File: src/hw/afe_cfg.svh
`ifndef AFE_REG_BANK_CFG_SVH
`define AFE_REG_BANK_CFG_SVH

// Direct register addresses
`define ADDR_NOP        8'h00
`define ADDR_CMP_CH1    8'h03
`define ADDR_CMP_CH0    8'h15
`define ADDR_COMMON     8'h1F
`define ADDR_TRIGGER    8'h20
`define ADDR_PULSE      8'h21
`define ADDR_STATUS     8'h22
`define ADDR_MODE       8'h25
`define ADDR_LINK       8'h26
`define ADDR_SEQ        8'h27
`define ADDR_TBL_PTR    8'h2B
`define ADDR_TBL_DATA   8'h2C

// Reset values
`define RST_NOP         16'h0000
`define RST_CMP         16'h0400
`define RST_COMMON      16'h03F9
`define RST_TRIGGER     16'h0000
`define RST_PULSE       16'h0001
`define RST_MODE        16'h0000
`define RST_LINK        16'h0000
`define RST_SEQ         16'h0000
`define RST_TBL_PTR     16'h0000
`define RST_TBL_WORD    16'h0000

// Channel configuration fields
`define CMP_WR_MASK     16'h1C1F
`define CMP_GAIN_HI     12
`define CMP_GAIN_LO     10
`define CMP_OD_BIT      4
`define CMP_ROUTE_BIT   3
`define CMP_DIV_BIT     2
`define CMP_INV_BIT     1
`define CMP_EN_BIT      0
`define GAIN_UNITY_VDD  3'h1
`define GAIN_INT_FIRST  3'h2
`define GAIN_INT_LAST   3'h5

// Shared configuration fields
`define CFG_LOCK_BIT    14
`define CFG_INTREF_BIT  12
`define CFG_ADC_PD_HI   11
`define CFG_ADC_PD_LO   10
`define CFG_OUT1_PD_HI  2
`define CFG_OUT1_PD_LO  1

// Trigger word unlock field and key
`define TRIG_KEY_HI     15
`define TRIG_KEY_LO     12
`define UNLOCK_KEY      4'h5

// Table memory window
`define TBL_FIRST       8'h20
`define TBL_LAST        8'h2E
`define TBL_PTR_MASK    16'h00FF

`endif

File: src/hw/afe_pkg.sv
package afe_pkg;

  // Power-down selection of an analog function
  typedef enum logic [1:0] {
    PD_ACTIVE,
    PD_10K_GND,
    PD_100K_GND,
    PD_HIGH_Z
  } powerdown_e;

  // Decode of a two-bit power-down field
  function automatic powerdown_e pd_decode(input logic [1:0] code);
    powerdown_e res;
    res = PD_ACTIVE;
    unique case (code)
      2'h0: res = PD_ACTIVE;
      2'h1: res = PD_10K_GND;
      2'h2: res = PD_100K_GND;
      2'h3: res = PD_HIGH_Z;
    endcase
    return res;
  endfunction

endpackage

File: src/hw/cmp_cfg_if.sv
`timescale 1ns/10ps
`default_nettype none

// Channel configuration handed from the bank to a channel stage
interface cmp_cfg_if;
  logic [15:0] cfg;        // Stored channel configuration word
  logic        int_ref_en; // Internal reference running

  modport src  (output cfg, output int_ref_en);
  modport sink (input cfg, input int_ref_en);
endinterface

`default_nettype wire

File: src/hw/cmp_channel_stage.sv
`timescale 1ns/10ps
`default_nettype none
`include "afe_cfg.svh"

module cmp_channel_stage
  import afe_pkg::*;
(
  // Clock and reset
  input  wire logic       clk,
  input  wire logic       rst_n,
  // Configuration from the bank
  cmp_cfg_if.sink         cfg_in,
  // Analog-side comparator decision
  input  wire logic       cmp_raw,
  // Output pin drive
  output logic            pin_o,
  output logic            pin_oe,
  // Derived controls
  output logic            cmp_result,
  output logic            divider_connect,
  output logic [2:0]      gain_sel,
  output logic            gain_valid,
  output logic            int_ref_use,
  output logic            int_ref_missing
);

  ////////////////////////////////////////////////////////////////////////
  // State

  typedef struct packed {
    logic       pin_o;
    logic       pin_oe;
    logic       result;
    logic       divider;
    logic [2:0] gain;
    logic       gain_valid;
    logic       int_ref;
    logic       ref_missing;
  } chan_state_s;

  chan_state_s state_ff;  // Registered outputs
  chan_state_s nxt_state; // Next value

  ////////////////////////////////////////////////////////////////////////
  // Next-state logic

  // Decode the stored word into pin drive and analog controls
  always_comb
  begin
    logic [2:0] code;
    logic       mode_on;
    logic       routed;
    logic       res;
    code    = cfg_in.cfg[`CMP_GAIN_HI:`CMP_GAIN_LO];
    mode_on = cfg_in.cfg[`CMP_EN_BIT];                          // RULE8
    routed  = cfg_in.cfg[`CMP_ROUTE_BIT];
    nxt_state = state_ff;
    // Disabled comparator yields a quiet low result
    res = mode_on & (cmp_raw ^ cfg_in.cfg[`CMP_INV_BIT]);       // RULE7
    nxt_state.result  = res;
    nxt_state.divider = cfg_in.cfg[`CMP_DIV_BIT];               // RULE6
    if (mode_on && routed)                                      // RULE5
    begin
      if (cfg_in.cfg[`CMP_OD_BIT])                              // RULE4
      begin
        // Open drain: pull low only, release for a high result
        nxt_state.pin_o  = 1'b0;
        nxt_state.pin_oe = ~res;
      end
      else
      begin
        // Push-pull drive of the result
        nxt_state.pin_o  = res;
        nxt_state.pin_oe = 1'b1;
      end
    end
    else
    begin
      // Result kept internal; the pin belongs to the analog output
      nxt_state.pin_o  = 1'b0;
      nxt_state.pin_oe = 1'b0;
    end
    // Gain and reference choice; unlisted codes are flagged
    nxt_state.gain       = code;                                // RULE3
    nxt_state.gain_valid = (code >= `GAIN_UNITY_VDD) && (code <= `GAIN_INT_LAST);
    nxt_state.int_ref    = (code >= `GAIN_INT_FIRST) && (code <= `GAIN_INT_LAST);
    // Host is expected to start the reference first; flag it if not
    nxt_state.ref_missing = nxt_state.int_ref & ~cfg_in.int_ref_en; // RULE12
  end

  ////////////////////////////////////////////////////////////////////////
  // Registers

  // Reset to a released pin and the unity-gain code
  always_ff @(posedge clk or negedge rst_n)
  begin
    if (!rst_n)
    begin
      state_ff <= '{pin_o: 1'b0, pin_oe: 1'b0, result: 1'b0, divider: 1'b0,
                    gain: `GAIN_UNITY_VDD, gain_valid: 1'b1, int_ref: 1'b0,
                    ref_missing: 1'b0};
    end
    else
    begin
      state_ff <= nxt_state;
    end
  end

  assign pin_o           = state_ff.pin_o;
  assign pin_oe          = state_ff.pin_oe;
  assign cmp_result      = state_ff.result;
  assign divider_connect = state_ff.divider;
  assign gain_sel        = state_ff.gain;
  assign gain_valid      = state_ff.gain_valid;
  assign int_ref_use     = state_ff.int_ref;
  assign int_ref_missing = state_ff.ref_missing;

endmodule

`default_nettype wire

File: src/hw/afe_config_register_bank.sv
// Operation
// RULE1 - No-operation word at 00h, harmless writes
// RULE2 - Channel config at 15h and 03h, reset 0400h
// RULE3 - Gain field picks gain and reference
// RULE4 - Open-drain pin only when comparator routed
// RULE5 - Route bit puts comparator onto pin
// RULE6 - Divider bit selects feedback input range
// RULE7 - Polarity bit inverts comparator result
// RULE8 - Comparator-mode bit enables comparator
// RULE9 - Shared config at 1Fh, reset 03F9h
// RULE10 - Table words 20h-2Eh reached indirectly
// RULE11 - Control registers at their fixed addresses
// RULE12 - Host enables reference before internal gains
// RULE13 - Lock freezes registers until key given
// RULE14 - Power-down fields decode four modes
// RULE15 - Don't-care channel bits read zero
`timescale 1ns/10ps
`default_nettype none
`include "afe_cfg.svh"

module afe_config_register_bank
  import afe_pkg::*;
#(
  parameter int unsigned TBL_WORDS = 15
)
(
  // Clock and reset
  input  wire logic        clk,
  input  wire logic        rst_n,
  // Register access from the serial host decoder
  input  wire logic        wr_en,
  input  wire logic        rd_en,
  input  wire logic [7:0]  addr,
  input  wire logic [15:0] wdata,
  output logic [15:0]      rdata,
  output logic             rvalid,
  // Device status shown at the status address
  input  wire logic [15:0] status_in,
  // Comparator decisions from the analog side
  input  wire logic [1:0]  cmp_raw,
  // Channel output pins
  output logic [1:0]       channel_output_pin_o,
  output logic [1:0]       channel_output_pin_oe,
  // Channel analog controls
  output logic [1:0]       cmp_result,
  output logic [1:0]       feedback_divider_connect,
  output logic [5:0]       output_gain_select,
  output logic [1:0]       gain_code_valid,
  output logic [1:0]       int_ref_requested,
  output logic [1:0]       int_ref_missing,
  // Shared analog controls
  output logic             int_ref_enable,
  output powerdown_e       adc_powerdown_sel,
  output powerdown_e       output1_powerdown_sel,
  output logic             register_lock,
  // Control words for the sequencer and link logic
  output logic [15:0]      pulse_start_word,
  output logic [15:0]      operating_mode_word,
  output logic [15:0]      host_link_word,
  output logic [15:0]      sequencer_word
);

  ////////////////////////////////////////////////////////////////////////
  // State

  typedef struct packed {
    logic [15:0]                 no_operation_word;       // No-operation word
    logic [15:0]                 cmp_ch0;   // Channel 0 configuration
    logic [15:0]                 cmp_ch1;   // Channel 1 configuration
    logic [15:0]                 common;    // Shared configuration
    logic [15:0]                 trigger;   // Trigger word
    logic [15:0]                 pulse;     // Pulse start control
    logic [15:0]                 mode;      // Operating mode
    logic [15:0]                 link;      // Host link setup
    logic [15:0]                 seq;       // Sequencer control
    logic [15:0]                 tbl_ptr;   // Table memory pointer
    logic [TBL_WORDS-1:0][15:0]  tbl;       // Breakpoints and pulse rate
    logic                        key_armed; // Unlock key seen
    logic [15:0]                 rdata;     // Read return
    logic                        rvalid;    // Read return strobe
  } bank_state_s;

  bank_state_s state_ff;  // All bank state
  bank_state_s nxt_state; // Next value

  ////////////////////////////////////////////////////////////////////////
  // Helpers

  // Table slot hit by a pointer value
  function automatic logic tbl_hit(input logic [15:0] ptr);
    return (ptr[7:0] >= `TBL_FIRST) && (ptr[7:0] <= `TBL_LAST);      // RULE10
  endfunction

  // Table slot index for a pointer value
  function automatic logic [3:0] tbl_index(input logic [15:0] ptr);
    logic [7:0] off;
    off = ptr[7:0] - `TBL_FIRST;
    return off[3:0];
  endfunction

  logic locked;   // Bank frozen
  logic write_ok; // Current write may land

  // Lock gates every write except the unlock sequence
  always_comb
  begin
    locked = state_ff.common[`CFG_LOCK_BIT];                           // RULE13
    if (!locked)
    begin
      write_ok = 1'b1;
    end
    else if (addr == `ADDR_TRIGGER)
    begin
      write_ok = 1'b1;
    end
    else
    begin
      // Only a lock-clearing write after the key gets through
      write_ok = (addr == `ADDR_COMMON) && state_ff.key_armed &&
                 !wdata[`CFG_LOCK_BIT];                                 // RULE13
    end
  end

  ////////////////////////////////////////////////////////////////////////
  // Next-state logic

  // Writes land in the addressed word, reads return one cycle later
  always_comb
  begin
    nxt_state        = state_ff;
    nxt_state.rvalid = 1'b0;
    if (wr_en && write_ok)
    begin
      unique case (addr)
        `ADDR_NOP:
        begin
          // Stored for readback only, steers nothing
          nxt_state.no_operation_word = wdata;                                        // RULE1
        end
        `ADDR_CMP_CH0:
        begin
          nxt_state.cmp_ch0 = wdata & `CMP_WR_MASK;                     // RULE15
        end
        `ADDR_CMP_CH1:
        begin
          nxt_state.cmp_ch1 = wdata & `CMP_WR_MASK;                     // RULE15
        end
        `ADDR_COMMON:
        begin
          nxt_state.common    = wdata;                                  // RULE9
          nxt_state.key_armed = 1'b0;
        end
        `ADDR_TRIGGER:
        begin
          // While locked only the key field is taken
          if (locked)
          begin
            nxt_state.trigger[`TRIG_KEY_HI:`TRIG_KEY_LO] =
              wdata[`TRIG_KEY_HI:`TRIG_KEY_LO];
          end
          else
          begin
            nxt_state.trigger = wdata;
          end
          nxt_state.key_armed =
            (wdata[`TRIG_KEY_HI:`TRIG_KEY_LO] == `UNLOCK_KEY);           // RULE13
        end
        `ADDR_PULSE:
        begin
          nxt_state.pulse = wdata;                                      // RULE11
        end
        `ADDR_MODE:
        begin
          nxt_state.mode = wdata;                                       // RULE11
        end
        `ADDR_LINK:
        begin
          nxt_state.link = wdata;                                       // RULE11
        end
        `ADDR_SEQ:
        begin
          nxt_state.seq = wdata;                                        // RULE11
        end
        `ADDR_TBL_PTR:
        begin
          nxt_state.tbl_ptr = wdata & `TBL_PTR_MASK;                    // RULE11
        end
        `ADDR_TBL_DATA:
        begin
          // Pointer outside the table drops the write
          if (tbl_hit(state_ff.tbl_ptr))
          begin
            nxt_state.tbl[tbl_index(state_ff.tbl_ptr)] = wdata;         // RULE10
          end
        end
        default:
        begin
          // Unmapped and read-only addresses ignore writes
        end
      endcase
    end
    if (rd_en)
    begin
      nxt_state.rvalid = 1'b1;
      unique case (addr)
        `ADDR_NOP:      nxt_state.rdata = state_ff.no_operation_word;
        `ADDR_CMP_CH0:  nxt_state.rdata = state_ff.cmp_ch0;
        `ADDR_CMP_CH1:  nxt_state.rdata = state_ff.cmp_ch1;
        `ADDR_COMMON:   nxt_state.rdata = state_ff.common;
        `ADDR_TRIGGER:  nxt_state.rdata = state_ff.trigger;
        `ADDR_PULSE:    nxt_state.rdata = state_ff.pulse;
        `ADDR_STATUS:   nxt_state.rdata = status_in;                    // RULE11
        `ADDR_MODE:     nxt_state.rdata = state_ff.mode;
        `ADDR_LINK:     nxt_state.rdata = state_ff.link;
        `ADDR_SEQ:      nxt_state.rdata = state_ff.seq;
        `ADDR_TBL_PTR:  nxt_state.rdata = state_ff.tbl_ptr;
        `ADDR_TBL_DATA:
        begin
          // Pointer outside the table reads back as zero
          nxt_state.rdata = tbl_hit(state_ff.tbl_ptr) ?
                            state_ff.tbl[tbl_index(state_ff.tbl_ptr)] : 16'h0000; // RULE10
        end
        default:        nxt_state.rdata = 16'h0000;
      endcase
    end
  end

  ////////////////////////////////////////////////////////////////////////
  // Registers

  // Reset values of every word
  always_ff @(posedge clk or negedge rst_n)
  begin
    if (!rst_n)
    begin
      state_ff.no_operation_word       <= `RST_NOP;                                   // RULE1
      state_ff.cmp_ch0   <= `RST_CMP;                                   // RULE2
      state_ff.cmp_ch1   <= `RST_CMP;                                   // RULE2
      state_ff.common    <= `RST_COMMON;                                // RULE9
      state_ff.trigger   <= `RST_TRIGGER;
      state_ff.pulse     <= `RST_PULSE;
      state_ff.mode      <= `RST_MODE;
      state_ff.link      <= `RST_LINK;
      state_ff.seq       <= `RST_SEQ;
      state_ff.tbl_ptr   <= `RST_TBL_PTR;
      state_ff.tbl       <= {TBL_WORDS{`RST_TBL_WORD}};
      state_ff.key_armed <= 1'b0;
      state_ff.rdata     <= 16'h0000;
      state_ff.rvalid    <= 1'b0;
    end
    else
    begin
      state_ff <= nxt_state;
    end
  end

  ////////////////////////////////////////////////////////////////////////
  // Channel stages

  cmp_cfg_if cfg_bus [2] ();     // One link per channel
  logic [1:0][15:0] chan_cfg;    // Channel words by index

  assign chan_cfg[0] = state_ff.cmp_ch0;
  assign chan_cfg[1] = state_ff.cmp_ch1;

  // Same stage repeated per channel
  generate
    for (genvar g = 0; g < 2; g++)
    begin : g_chan
      assign cfg_bus[g].cfg        = chan_cfg[g];
      assign cfg_bus[g].int_ref_en = state_ff.common[`CFG_INTREF_BIT];
      cmp_channel_stage u_stage (
        .clk             (clk),
        .rst_n           (rst_n),
        .cfg_in          (cfg_bus[g]),
        .cmp_raw         (cmp_raw[g]),
        .pin_o           (channel_output_pin_o[g]),
        .pin_oe          (channel_output_pin_oe[g]),
        .cmp_result      (cmp_result[g]),
        .divider_connect (feedback_divider_connect[g]),
        .gain_sel        (output_gain_select[3*g +: 3]),
        .gain_valid      (gain_code_valid[g]),
        .int_ref_use     (int_ref_requested[g]),
        .int_ref_missing (int_ref_missing[g])
      );
    end
  endgenerate

  ////////////////////////////////////////////////////////////////////////
  // Outputs

  assign rdata          = state_ff.rdata;
  assign rvalid         = state_ff.rvalid;
  assign int_ref_enable = state_ff.common[`CFG_INTREF_BIT];
  assign register_lock  = state_ff.common[`CFG_LOCK_BIT];
  // Power-down modes of the converter input and output 1
  assign adc_powerdown_sel =
    pd_decode(state_ff.common[`CFG_ADC_PD_HI:`CFG_ADC_PD_LO]);          // RULE14
  assign output1_powerdown_sel =
    pd_decode(state_ff.common[`CFG_OUT1_PD_HI:`CFG_OUT1_PD_LO]);        // RULE14
  assign pulse_start_word    = state_ff.pulse;
  assign operating_mode_word = state_ff.mode;
  assign host_link_word      = state_ff.link;
  assign sequencer_word      = state_ff.seq;

endmodule

`default_nettype wire

File: config.mk
export PLATFORM = sky130hd
export DESIGN_NAME = afe_config_register_bank
export DESIGN_NICKNAME = d
export VERILOG_FILES = /design/src/hw/afe_pkg.sv /design/src/hw/cmp_cfg_if.sv /design/src/hw/cmp_channel_stage.sv /design/src/hw/afe_config_register_bank.sv
export VERILOG_INCLUDE_DIRS = /design/src /design/src/hw
export SDC_FILE = /design/constraint.sdc
export NUM_CORES = 1
export LEC_CHECK = 0
export BUFFER_PORTS_ARGS = -buffer_cell sky130_fd_sc_hd__buf_2
export CAP_MARGIN = 30
export CORE_AREA = 2 2 226 228
export DETAILED_ROUTE_END_ITERATION = 10
export DIE_AREA = 0 0 228 230
export GPL_ROUTABILITY_DRIVEN = 0
export SYNTH_ARGS = -nofsm -noshare
export SYNTH_HDL_FRONTEND = slang
export SYNTH_HIERARCHICAL = 1
export SYNTH_SLANG_ARGS = --single-unit
File: constraint.sdc
create_clock -name clk -period 2.85 [get_ports clk]
set_input_delay 0.4275 -clock clk [delete_from_list [all_inputs] [get_ports clk]]
set_output_delay 0.4275 -clock clk [all_outputs]
set_load 0.01 [all_outputs]
=== Word level (Yosys, flattened, before mapping) ===
Index checks and enable logic that the tools add are counted.

* Output and inout bits: 107
* Register bits: 414

* Multiplexer cells: 17
* Eq/ne operators: 18
* Reductions and logical operators: 29
* Order comparisons: 10
* Add/sub/neg operators: 1
* Bitwise logic cells: 10

{| class="wikitable"
|+ Operators by type and width
! cell !! count
|-
| 240-bit bitwise mux || 1
|-
| 16-bit one-hot mux with 12 select lines || 1
|-
| 16-bit binary-select mux with 4-bit select || 1
|-
| 16-bit demux with 4-bit select || 1
|-
| 8-bit by 6-bit equality test with 1-bit output, second input constant || 8
|-
| 16-bit 2-to-1 mux || 3
|-
| 2-bit AND reduction || 11
|-
| 8-bit by 5-bit equality test with 1-bit output, second input constant || 2
|-
| 2-bit one-hot mux with 4 select lines || 2
|-
| 1-bit logical AND || 11
|-
| 2-bit equality test, second input constant || 4
|-
| 8-bit by 2-bit equality test with 1-bit output, second input constant || 1
|-
| 8-bit by 6-bit >= comparator with 1-bit output, second input constant || 1
|-
| 8-bit by 6-bit <= comparator with 1-bit output, second input constant || 1
|-
| 8-bit zero test || 1
|-
| 2-bit 2-to-1 mux || 4
|-
| 3-bit by 1-bit >= comparator with 1-bit output, second input constant || 2
|-
| 3-bit by 2-bit >= comparator with 1-bit output, second input constant || 2
|-
| 3-bit <= comparator, second input constant || 2
|-
| 3-bit AND reduction || 2
|-
| 4-bit by 5-bit < comparator with 1-bit output, second input constant || 1
|-
| 1-bit bitwise AND || 4
|-
| 2-bit by 1-bit equality test with 1-bit output, second input constant || 2
|-
| 4-bit by 3-bit equality test with 1-bit output, second input constant || 1
|-
| 9 further kinds || 16
|}

=== Depth between registers and ports, before layout ===
Gate-level depths: netlist of run 1.

* Depth after elaboration: 7
* Depth in mapped cells: 8

=== By module ===
Netlist of run 1, hierarchy kept.

{| class="wikitable"
|+ By module, submodules not included
! module !! cells an instance !! area each (sq um) !! sequential area each (sq um) !! instances
|-
| afe_config_register_bank || 1,431 || 19,204.7 || 9,873.2 || 1
|-
| cmp_channel_stage || 19 || 311.5 || 252.7 || 2
|}

=== Least setup slack after synthesis of run 1 ===
Ideal clock, no wire load.

* Path kind: input port to flip-flop
* From: in addr[4]
* To: reg state_ff[204] in the netlist's numbering
* Arrival time: 2,647 ps
* Setup slack: 78 ps
* Setup time: 125 ps
* Stages on the path: 7
* Cell sequence: or4b_1 -> clkbuf_1 -> nor4_4 -> nand2_2 -> nor4_4 -> buf_6 -> mux2_2

* Word-level cells in the longest chain between the ends: 7
* Elaborated cells on any way between the ends: 9
* Those cells by class: eq/ne (3); mux (2); reduce/logical (4)

{| class="wikitable"
|+ Ends and longest elaborated chain
! what !! RTL line !! text
|-
| start: declaration || afe_config_register_bank.sv:33 || <nowiki>input wire logic [7:0] addr,</nowiki>
|-
| 8-bit by 5-bit equality test with 1-bit output || -- ||
|-
| 1-bit logical AND (2 in series) || afe_config_register_bank.sv:119 || <nowiki>write_ok = (addr == `ADDR_COMMON) && state_ff.key_armed &&</nowiki>
|-
| 1-bit 2-to-1 mux || afe_config_register_bank.sv:112 || <nowiki>else if (addr == `ADDR_TRIGGER)</nowiki>
|-
| 1-bit 2-to-1 mux || afe_config_register_bank.sv:108 || <nowiki>if (!locked)</nowiki>
|-
| 1-bit logical AND || afe_config_register_bank.sv:132 || <nowiki>if (wr_en && write_ok)</nowiki>
|-
| 3-bit AND reduction (no source line) * || -- ||
|-
| end signal: assignment || afe_config_register_bank.sv:253 || <nowiki>state_ff <= nxt_state;</nowiki>
|-
| end: declaration || afe_config_register_bank.sv:83 || <nowiki>bank_state_s state_ff;</nowiki>
|}

Every way passes the cells marked *; elsewhere a longest branch is shown, timed or not.
A chain may end at the register's enable or synchronous reset.

=== Worst setup path after layout of run 1 ===
* From: reg state_ff[265] in the netlist's numbering
* To: reg state_ff[206] in the netlist's numbering

* Word-level cells in the longest chain between the ends: 3
* Elaborated cells on any way between the ends: 4
* Those cells by class: order compare (2); reduce/logical (2)

{| class="wikitable"
|+ Ends and longest elaborated chain
! what !! RTL line !! text
|-
| 8-bit by 6-bit >= comparator with 1-bit output (no source line) or 8-bit by 6-bit <= comparator with 1-bit output (tied branches) || -- ||
|-
| 1-bit logical AND * || afe_config_register_bank.sv:91 || <nowiki>return (ptr[7:0] >= `TBL_FIRST) && (ptr[7:0] <= `TBL_LAST);</nowiki>
|-
| 3-bit AND reduction (no source line) * || -- ||
|}

Marked as above.

==> results of run 1 <==
## power by group through the flow
stage | clock, mW | sequential [mW] | combinational (mW)
after floorplan | 0 | 6.16 | 0.451
after global placement | 0 | 6.20 | 0.841
after detailed placement | 0 | 6.20 | 0.851
after CTS | 5.89 | 6.10 | 0.854
after global routing | 6.13 | 6.11 | 0.918
final | 5.76 | 6.10 | 0.849
## metal layers
layer | wire length (um) | vias up
li1 | - | 5626
met1 | 24740 | 6810
met2 | 27250 | 448
met3 | 3075 | 98
met4 | 1588 | 0
met5 | 0 | -
## path summary, 6_finish.rpt
kind / startpoint / end / slack (ns) / cells after the start
max reg2reg: state_ff[265] / state_ff[206] / 0.11 / 9
max: state_ff[265] / state_ff[206] / 0.11 / 9
max in group asynchronous: rst_n / state_ff[343] / 1.61 / 3
min reg2reg: cfg_bus[0].cfg[10] / g_chan[0].u_stage/gain_sel[0] / 0.39 / 0
min: rd_en / rvalid / 0.09 / 1
min in group asynchronous: rst_n / host_link_word[13] / 0.32 / 2
## through the flow
step / power (mW) / std cells / cell area (um2) / setup TNS [ns]
3_5_place_dp: 7.055 / 2217 / 21470 / -3.904
5_1_grt: 13.16 / 2300 / 22970 / 0
3_3_place_gp: 7.041 / 2217 / 21470 / -2.967
6_report: 12.71 / 2300 / 22970 / 0
2_1_floorplan: 6.615 / 1468 / 19820 / 0
4_1_cts: 12.84 / 2297 / 22920 / 0
## final cells by class
| cell class | count | area (um2) |
|---|---|---|
| inverters | 4 | 15.01 |
| repair buffers | 279 | 1964 |
| fillers | 4538 | 26890 |
| clock inverters | 12 | 121.4 |
| multi-input cells | 852 | 8329 |
| well taps | 672 | 840.8 |
| flip-flops and latches | 414 | 10380 |
| clock buffers | 67 | 1320 |
## flip-flops by register name, indices dropped and copies added, names as in the netlist
signal                          flops
g_chan.u_stage/pin_oe               2
state_ff                          295
g_chan.u_stage/int_ref_use          2
g_chan.u_stage/cmp_result           2
operating_mode_word                16
sequencer_word                     16
g_chan.u_stage/int_ref_missing      2
register_lock                       1
pulse_start_word                   16
int_ref_enable                      1
rvalid                              1
g_chan.u_stage/gain_sel             6
cfg_bus.cfg                        16
g_chan.u_stage/gain_valid           2
g_chan.u_stage/pin_o                2
rdata                              16
host_link_word                     16
g_chan.u_stage/divider_connect      2
## repair_timing
item | CTS | global route
resized for setup | 0 | 4
setup buffers | 0 | 2
hold endpoints to repair | 30 | 0
hold buffers | 1 | 0
endpoints found under the setup margin | 0 | 38
## placed cells by master (no fill, tap or decap), types with 7 or more instances in the layout
cell and n:
sky130_fd_sc_hd__a22oi_1 33, sky130_fd_sc_hd__buf_12 17, sky130_fd_sc_hd__o21ai_0 16, sky130_fd_sc_hd__a221oi_1 16, sky130_fd_sc_hd__dfrtp_1 397, sky130_fd_sc_hd__buf_2 151
sky130_fd_sc_hd__a22o_1 7, sky130_fd_sc_hd__buf_4 106, sky130_fd_sc_hd__clkinv_2 9, sky130_fd_sc_hd__nand3_1 17, sky130_fd_sc_hd__mux2_2 392, sky130_fd_sc_hd__nor3_1 9
sky130_fd_sc_hd__a21oi_1 17, sky130_fd_sc_hd__clkbuf_8 9, sky130_fd_sc_hd__nand2_1 42, sky130_fd_sc_hd__a21o_1 8, sky130_fd_sc_hd__and2_1 12, sky130_fd_sc_hd__nor2_1 25
sky130_fd_sc_hd__clkbuf_16 47, sky130_fd_sc_hd__mux4_2 38, sky130_fd_sc_hd__mux2i_1 51, sky130_fd_sc_hd__dfstp_2 15, sky130_fd_sc_hd__clkbuf_1 12, sky130_fd_sc_hd__nand4_1 7
sky130_fd_sc_hd__a32oi_1 10, sky130_fd_sc_hd__nor2b_1 12, sky130_fd_sc_hd__nor2_2 11, sky130_fd_sc_hd__o2bb2ai_1 11
==> insert_results.sql, run 1 <==
INSERT INTO impl_metrics (metric_group, metric, value, unit) VALUES
('timing', 'setup-violations-final', '0', ''),
('timing', 'timing.final.ws_setup', '0.1070', 'ns'),
('critical_path', 'path_class', 'flop to flop', ''),
('critical_path', 'endpoint_kind', 'flop', ''),
('timing', 'finalClockSkew', '0.02546', 'ns'),
('timing', 'maxSlewHeadroom', '0.2661', ''),
('timing', 'final-hold-violation-count', '0', ''),
('layout', 'syn2layout_area_growth', '15.89', '%'),
('timing', 'unrepaired_setup_endpoints_after_global_routing', 'no', ''),
('power_and_ir_drop', 'share_clk_of_total_power', '0.453', ''),
('route', 'drc', '0', ''),
('timing', 'fin_worst_hold_slack', '0.08928', 'ns'),
('critical_path', 'cp_data_required_time', '3.31', 'ns'),
('route', 'first_iter_violations', '1048', ''),
('timing', 'period_share', '0.9625', ''),
('route', 'detail_route.wl_per_cell', '24.63', 'um'),
('timing', 'finalMaxSlewViolations', '0', ''),
('global_routing', 'grt_pass1_vias', '13480', ''),
('global_routing', 'met3_track_usage_gr', '0.03695', ''),
('route', 'drt-pass1-iter-count', '5', ''),
('route', 'post_drt_via_cell_ratio', '5.644', ''),
('layout', 'final_layout_size_suffix_gt1_frac', '0.5037', ''),
('cts', 'cts_num_sinks', '414', ''),
('cts', 'cts_root_buffer', 'sky130_fd_sc_hd__clkbuf_16', ''),
('cts', 'cts_buffer_depth', '3', ''),
('status', 'run_status', 'complete, no violations', ''),
('power_and_ir_drop', 'power_density', '553.2', 'mW/mm2'),
('critical_path', 'worst_path_dominant_cell_family', 'simple AND/OR/NAND/NOR gates', ''),
('placed_design', 'io_buffers', '152', ''),
('flow_run', 'maxCapViolations', '0', ''),
('route', 'detail_route.wirelength', '56650', 'um'),
('timing', 'min_period', '2.743', 'ns'),
('timing', 'maximum_clock_frequency', '364.6', 'MHz'),
('power_and_ir_drop', 'p_switching', '3.043', 'mW'),
('power_and_ir_drop', 'p_comb_frac', '0.067', ''),
('critical_path', 'critical_path.most_common_cell', 'sky130_fd_sc_hd__buf_4', ''),
('critical_path', 'path_cells', 'or4b_4, nor4_4, buf_4, buf_4, nand2_2, nor4_4, buf_4, clkbuf_16, mux2_2', ''),
('floorplanning', 'die_height', '230', 'um'),
('global_routing', 'gr-usage-met2', '0.3566', ''),
('worst_hold_path', 'type_of_the_worst_min_delay_path', 'input pin to flop', ''),
('timing', 'worstMarginPinSlew', '1.099', 'ns'),
('critical_path', 'critPathSlowestCell', 'sky130_fd_sc_hd__or4b_4', ''),
('global_routing', 'grt_first_pass_wirelength', '87010', 'um'),
('global_routing', 'use_met1', '0.2912', ''),
('power_and_ir_drop', 'static-leakage-power', '10.96', 'nW'),
('floorplanning', 'dieWidth', '228', 'um'),
('layout', 'diodes', '0', ''),
('placed_design', 'dp_hpwl', '39580', 'um'),
('global_routing', 'largest_net_degree_at_the_start_of_global_routing', '109', ''),
('cts', 'clock_tree.htree_level_count', '2', ''),
('global_routing', 'top_usage_layer', 'met2', ''),
('power_and_ir_drop', 'seqPwrFrac', '0.480', ''),
('floorplanning', 'core.rowCount', '82', ''),
('logic_synthesis', 'ys_warn_count', '6', ''),
('critical_path', 'arrival', '3.20', 'ns'),
('floorplanning', 'floorplan.initialDensity', '0.3976', ''),
('cts', 'tritoncts', 'yes', ''),
('layout', 'final_core_occ', '0.4608', ''),
('logic_synthesis', 'syn_area_per_cell', '13.50', 'um2'),
('critical_path', 'path_buf_inv', '4', ''),
('critical_path', 'startpoint_type', 'flop', ''),
('floorplanning', 'design.die.area', '0.05244', 'mm2'),
('power_and_ir_drop', 'p_sw_frac', '0.2394', ''),
('layout', 'final_net_count', '1641', ''),
('logic_synthesis', 'syn_nets', '1514', ''),
('floorplanning', 'io_pins', '153', ''),
('logic_synthesis', 'synth_area', '0.01982', 'mm2'),
('route', 'via_count', '12980', ''),
('placed_design', 'place_worst_setup_slack', '-0.08378', 'ns'),
('global_routing', 'remaining_global_route_overflow', '0', ''),
('logic_synthesis', 'cells_after_synth', '1468', ''),
('global_routing', 'grt_usage', '0.2165', ''),
('power_and_ir_drop', 'intPower', '9.666', 'mW'),
('critical_path', 'cp_slowest_stage_delay', '0.56', 'ns'),
('cts', 'clkSlewWorstSetupHoldPaths', '0.06', 'ns'),
('floorplanning', 'design.core.area', '0.04986', 'mm2'),
('cts', 'clock_network_latency_to_the_later_pin_of_the_worst_skew_pair', '0.59', 'ns'),
('global_routing', 'grt_antenna_before_repair', '0', ''),
('route', 'route.antenna.remaining_nets', '0', ''),
('critical_path', 'cp_max_fo', '8', ''),
('power_and_ir_drop', 'irDropWorstVdd', '368.6', 'uV'),
('cts', 'numCtsBuffers', '44', '');
No activity file was read; power rests on OpenSTA's default activity.
==> run 2, diff against run 1 <==
- RECOVER_POWER: default -> 100
==> insert_results.sql, run 2 (same netlist as run 1, synthesis figures left out) <==
INSERT INTO impl_metrics (metric_group, metric, value, unit) VALUES
('status', 'run_status', 'finished, violations left', ''),
('status', 'violations', 'capacitance limit, slew limit', ''),
('critical_path', 'arrival', '3.19', 'ns'),
('placed_design', 'dp_hpwl', '39580', 'um'),
('route', 'route.antenna.remaining_nets', '0', ''),
('layout', 'layout_common_cells', 'sky130_fd_sc_hd__dfrtp_1 (397), sky130_fd_sc_hd__mux2_2 (392), sky130_fd_sc_hd__clkbuf_1 (140)', ''),
('layout', 'postLayoutCellArea', '0.02255', 'mm2'),
('global_routing', 'remaining_global_route_overflow', '0', ''),
('layout', 'diodes', '0', ''),
('layout', 'final_net_count', '1641', ''),
('floorplanning', 'die_height', '230', 'um'),
('route', 'detail_route.wl_per_cell', '24.60', 'um'),
('timing', 'maxSlewHeadroom', '-0.08451', ''),
('layout', 'largest-register', 'state_ff', ''),
('layout', 'final_core_occ', '0.4522', ''),
('critical_path', 'startpoint_type', 'flop', ''),
('cts', 'tritoncts', 'yes', ''),
('critical_path', 'path_class', 'flop to flop', ''),
('timing', 'timing.final.ws_setup', '0.1115', 'ns'),
('global_routing', 'largest_net_degree_at_the_start_of_global_routing', '109', ''),
('floorplanning', 'floorplan.initialDensity', '0.3976', ''),
('route', 'first_iter_violations', '1104', ''),
('layout', 'largest_reg_flops', '295', ''),
('timing', 'period_share', '0.9609', ''),
('route', 'detail_route.wirelength', '56580', 'um'),
('cts', 'cts_root_buffer', 'sky130_fd_sc_hd__clkbuf_16', ''),
('floorplanning', 'design.core.area', '0.04986', 'mm2'),
('critical_path', 'cp_max_fo', '10', ''),
('floorplanning', 'core.rowCount', '82', ''),
('cts', 'cts_num_sinks', '414', ''),
('critical_path', 'critPathSlowestCell', 'sky130_fd_sc_hd__or4b_4', ''),
('floorplanning', 'dieWidth', '228', 'um'),
('power_and_ir_drop', 'power_density', '562.3', 'mW/mm2'),
('timing', 'setup-violations-final', '0', ''),
('placed_design', 'place_worst_setup_slack', '-0.08378', 'ns'),
('global_routing', 'grt_first_pass_wirelength', '87010', 'um'),
('flow_run', 'maxCapViolations', '1', ''),
('floorplanning', 'io_pins', '153', ''),
('placed_design', 'detailed_place.area', '0.02147', 'mm2'),
('global_routing', 'grt_antenna_before_repair', '0', ''),
('timing', 'final-hold-violation-count', '0', ''),
('layout', 'syn2layout_area_growth', '13.75', '%'),
('floorplanning', 'design.die.area', '0.05244', 'mm2'),
('cts', 'cts_buffer_depth', '3', ''),
('placed_design', 'io_buffers', '152', ''),
('route', 'post_drt_via_cell_ratio', '5.628', ''),
('global_routing', 'grt_usage', '0.2165', ''),
('power_and_ir_drop', 'irDropWorstVdd', '369.5', 'uV'),
('timing', 'maximum_clock_frequency', '365.2', 'MHz'),
('cts', 'clock_network_latency_to_the_later_pin_of_the_worst_skew_pair', '0.59', 'ns'),
('critical_path', 'cp_slowest_stage_delay', '0.56', 'ns'),
('route', 'drt-pass1-iter-count', '5', ''),
('timing', 'min_period', '2.739', 'ns'),
('critical_path', 'path_buf_inv', '4', ''),
('critical_path', 'worst_path_dominant_cell_family', 'simple AND/OR/NAND/NOR gates', ''),
('critical_path', 'path_cells', 'or4b_4, nor4_4, buf_4, clkbuf_4, o2111ai_2, clkbuf_1, nor2_2, clkbuf_4, mux2_2', ''),
('worst_hold_path', 'type_of_the_worst_min_delay_path', 'input pin to flop', ''),
('timing', 'finalMaxSlewViolations', '182', ''),
('power_and_ir_drop', 'static-leakage-power', '10.37', 'nW'),
('cts', 'clock_tree.htree_level_count', '2', ''),
('layout', 'final_layout_size_suffix_gt1_frac', '0.4177', ''),
('timing', 'finalClockSkew', '0.02579', 'ns'),
('global_routing', 'grt_pass1_vias', '13480', ''),
('timing', 'worstMarginPinSlew', '1.627', 'ns'),
('critical_path', 'endpoint_kind', 'flop', ''),
('critical_path', 'cp_data_required_time', '3.30', 'ns'),
('layout', 'mostFrequentLayoutCell', 'sky130_fd_sc_hd__dfrtp_1', ''),
('route', 'drc', '0', ''),
('critical_path', 'critical_path.most_common_cell', 'sky130_fd_sc_hd__clkbuf_4', ''),
('route', 'via_count', '12940', ''),
('cts', 'clkSlewWorstSetupHoldPaths', '0.06', 'ns'),
('cts', 'numCtsBuffers', '44', ''),
('timing', 'unrepaired_setup_endpoints_after_global_routing', 'no', '');
run 2: cell types whose count changed in the layout (fill, tap and decap cells not counted), moves of 6 or more:
cell and change:
sky130_fd_sc_hd__buf_2 -104, sky130_fd_sc_hd__buf_4 -39, sky130_fd_sc_hd__buf_12 -10, sky130_fd_sc_hd__nor2_1 +6, sky130_fd_sc_hd__clkbuf_4 +9, sky130_fd_sc_hd__nor2_2 -6, sky130_fd_sc_hd__clkbuf_1 +128, sky130_fd_sc_hd__clkbuf_2 +17
run 2: metal layers:
layer,vias up,global-route usage,part of all wire
li1,5623,-,-
met1,6750,0.2912,0.43
met2,477,0.3566,0.48
met3,94,0.03695,0.063
met4,0,0.07169,0.027
met5,-,0,0
run 2: cell type report:
cell class | instances | area (um2)
Tap cell | 672 | 840.8
Multi-Input combinational cell | 852 | 8299
Timing Repair Buffer | 279 | 1573
Inverter | 4 | 15.01
Fill cell | 4650 | 27310
Clock buffer | 67 | 1320
Clock inverter | 12 | 121.4
Sequential cell | 414 | 10380
run 2: final timing paths:
kind                               startpoint                            end  slack (ns)  depth (start not counted)
setup reg to reg                state_ff[265]                  state_ff[124]        0.11                          9
hold reg to reg            cfg_bus[0].cfg[10]  g_chan[0].u_stage/gain_sel[0]        0.41                          0
hold / removal                     cmp_raw[1]        g_chan[1].u_stage/pin_o        0.18                          3
max in group asynchronous               rst_n                   state_ff[38]        0.63                          3
min in group asynchronous               rst_n             host_link_word[13]        0.31                          2
setup / recovery                state_ff[265]                  state_ff[124]        0.11                          9
run 2: worst register-to-register path: stages, from the launching register on:
cell and delay [ns]:
sky130_fd_sc_hd__dfrtp_1 0.41, sky130_fd_sc_hd__or4b_4 0.56, sky130_fd_sc_hd__nor4_4 0.21, sky130_fd_sc_hd__buf_4 0.20
sky130_fd_sc_hd__clkbuf_4 0.15, sky130_fd_sc_hd__o2111ai_2 0.16, sky130_fd_sc_hd__clkbuf_1 0.18, sky130_fd_sc_hd__nor2_2 0.12
sky130_fd_sc_hd__clkbuf_4 0.24, sky130_fd_sc_hd__mux2_2 0.36
run 2: metrics by stage:
stage               power [mW]  TNS [ns]  instances  hold WS (ns)
floorplan                6.615         0       1468        0.1319
global placement         7.041    -2.967       2217        0.3331
detailed placement       7.055    -3.904       2217        0.3298
CTS                      12.84         0       2297       0.07038
global route             13.13         0       2300        0.1860
finish                   12.68         0       2300        0.1793
run 2: report_power, final:
group	total, mW	switching (mW)	internal (mW)	leakage [nW]
clock	5.76	2.39	3.37	0.716
combinational	0.815	0.547	0.269	3.95
sequential	6.10	0.105	6.00	5.70
run 2: repair_timing:
item,4_1_cts,5_1_grt
hold buffers,1,0
buffers inserted,0,2
setup endpoints to repair,0,38
hold endpoints to repair,30,0
gates resized for setup,0,4
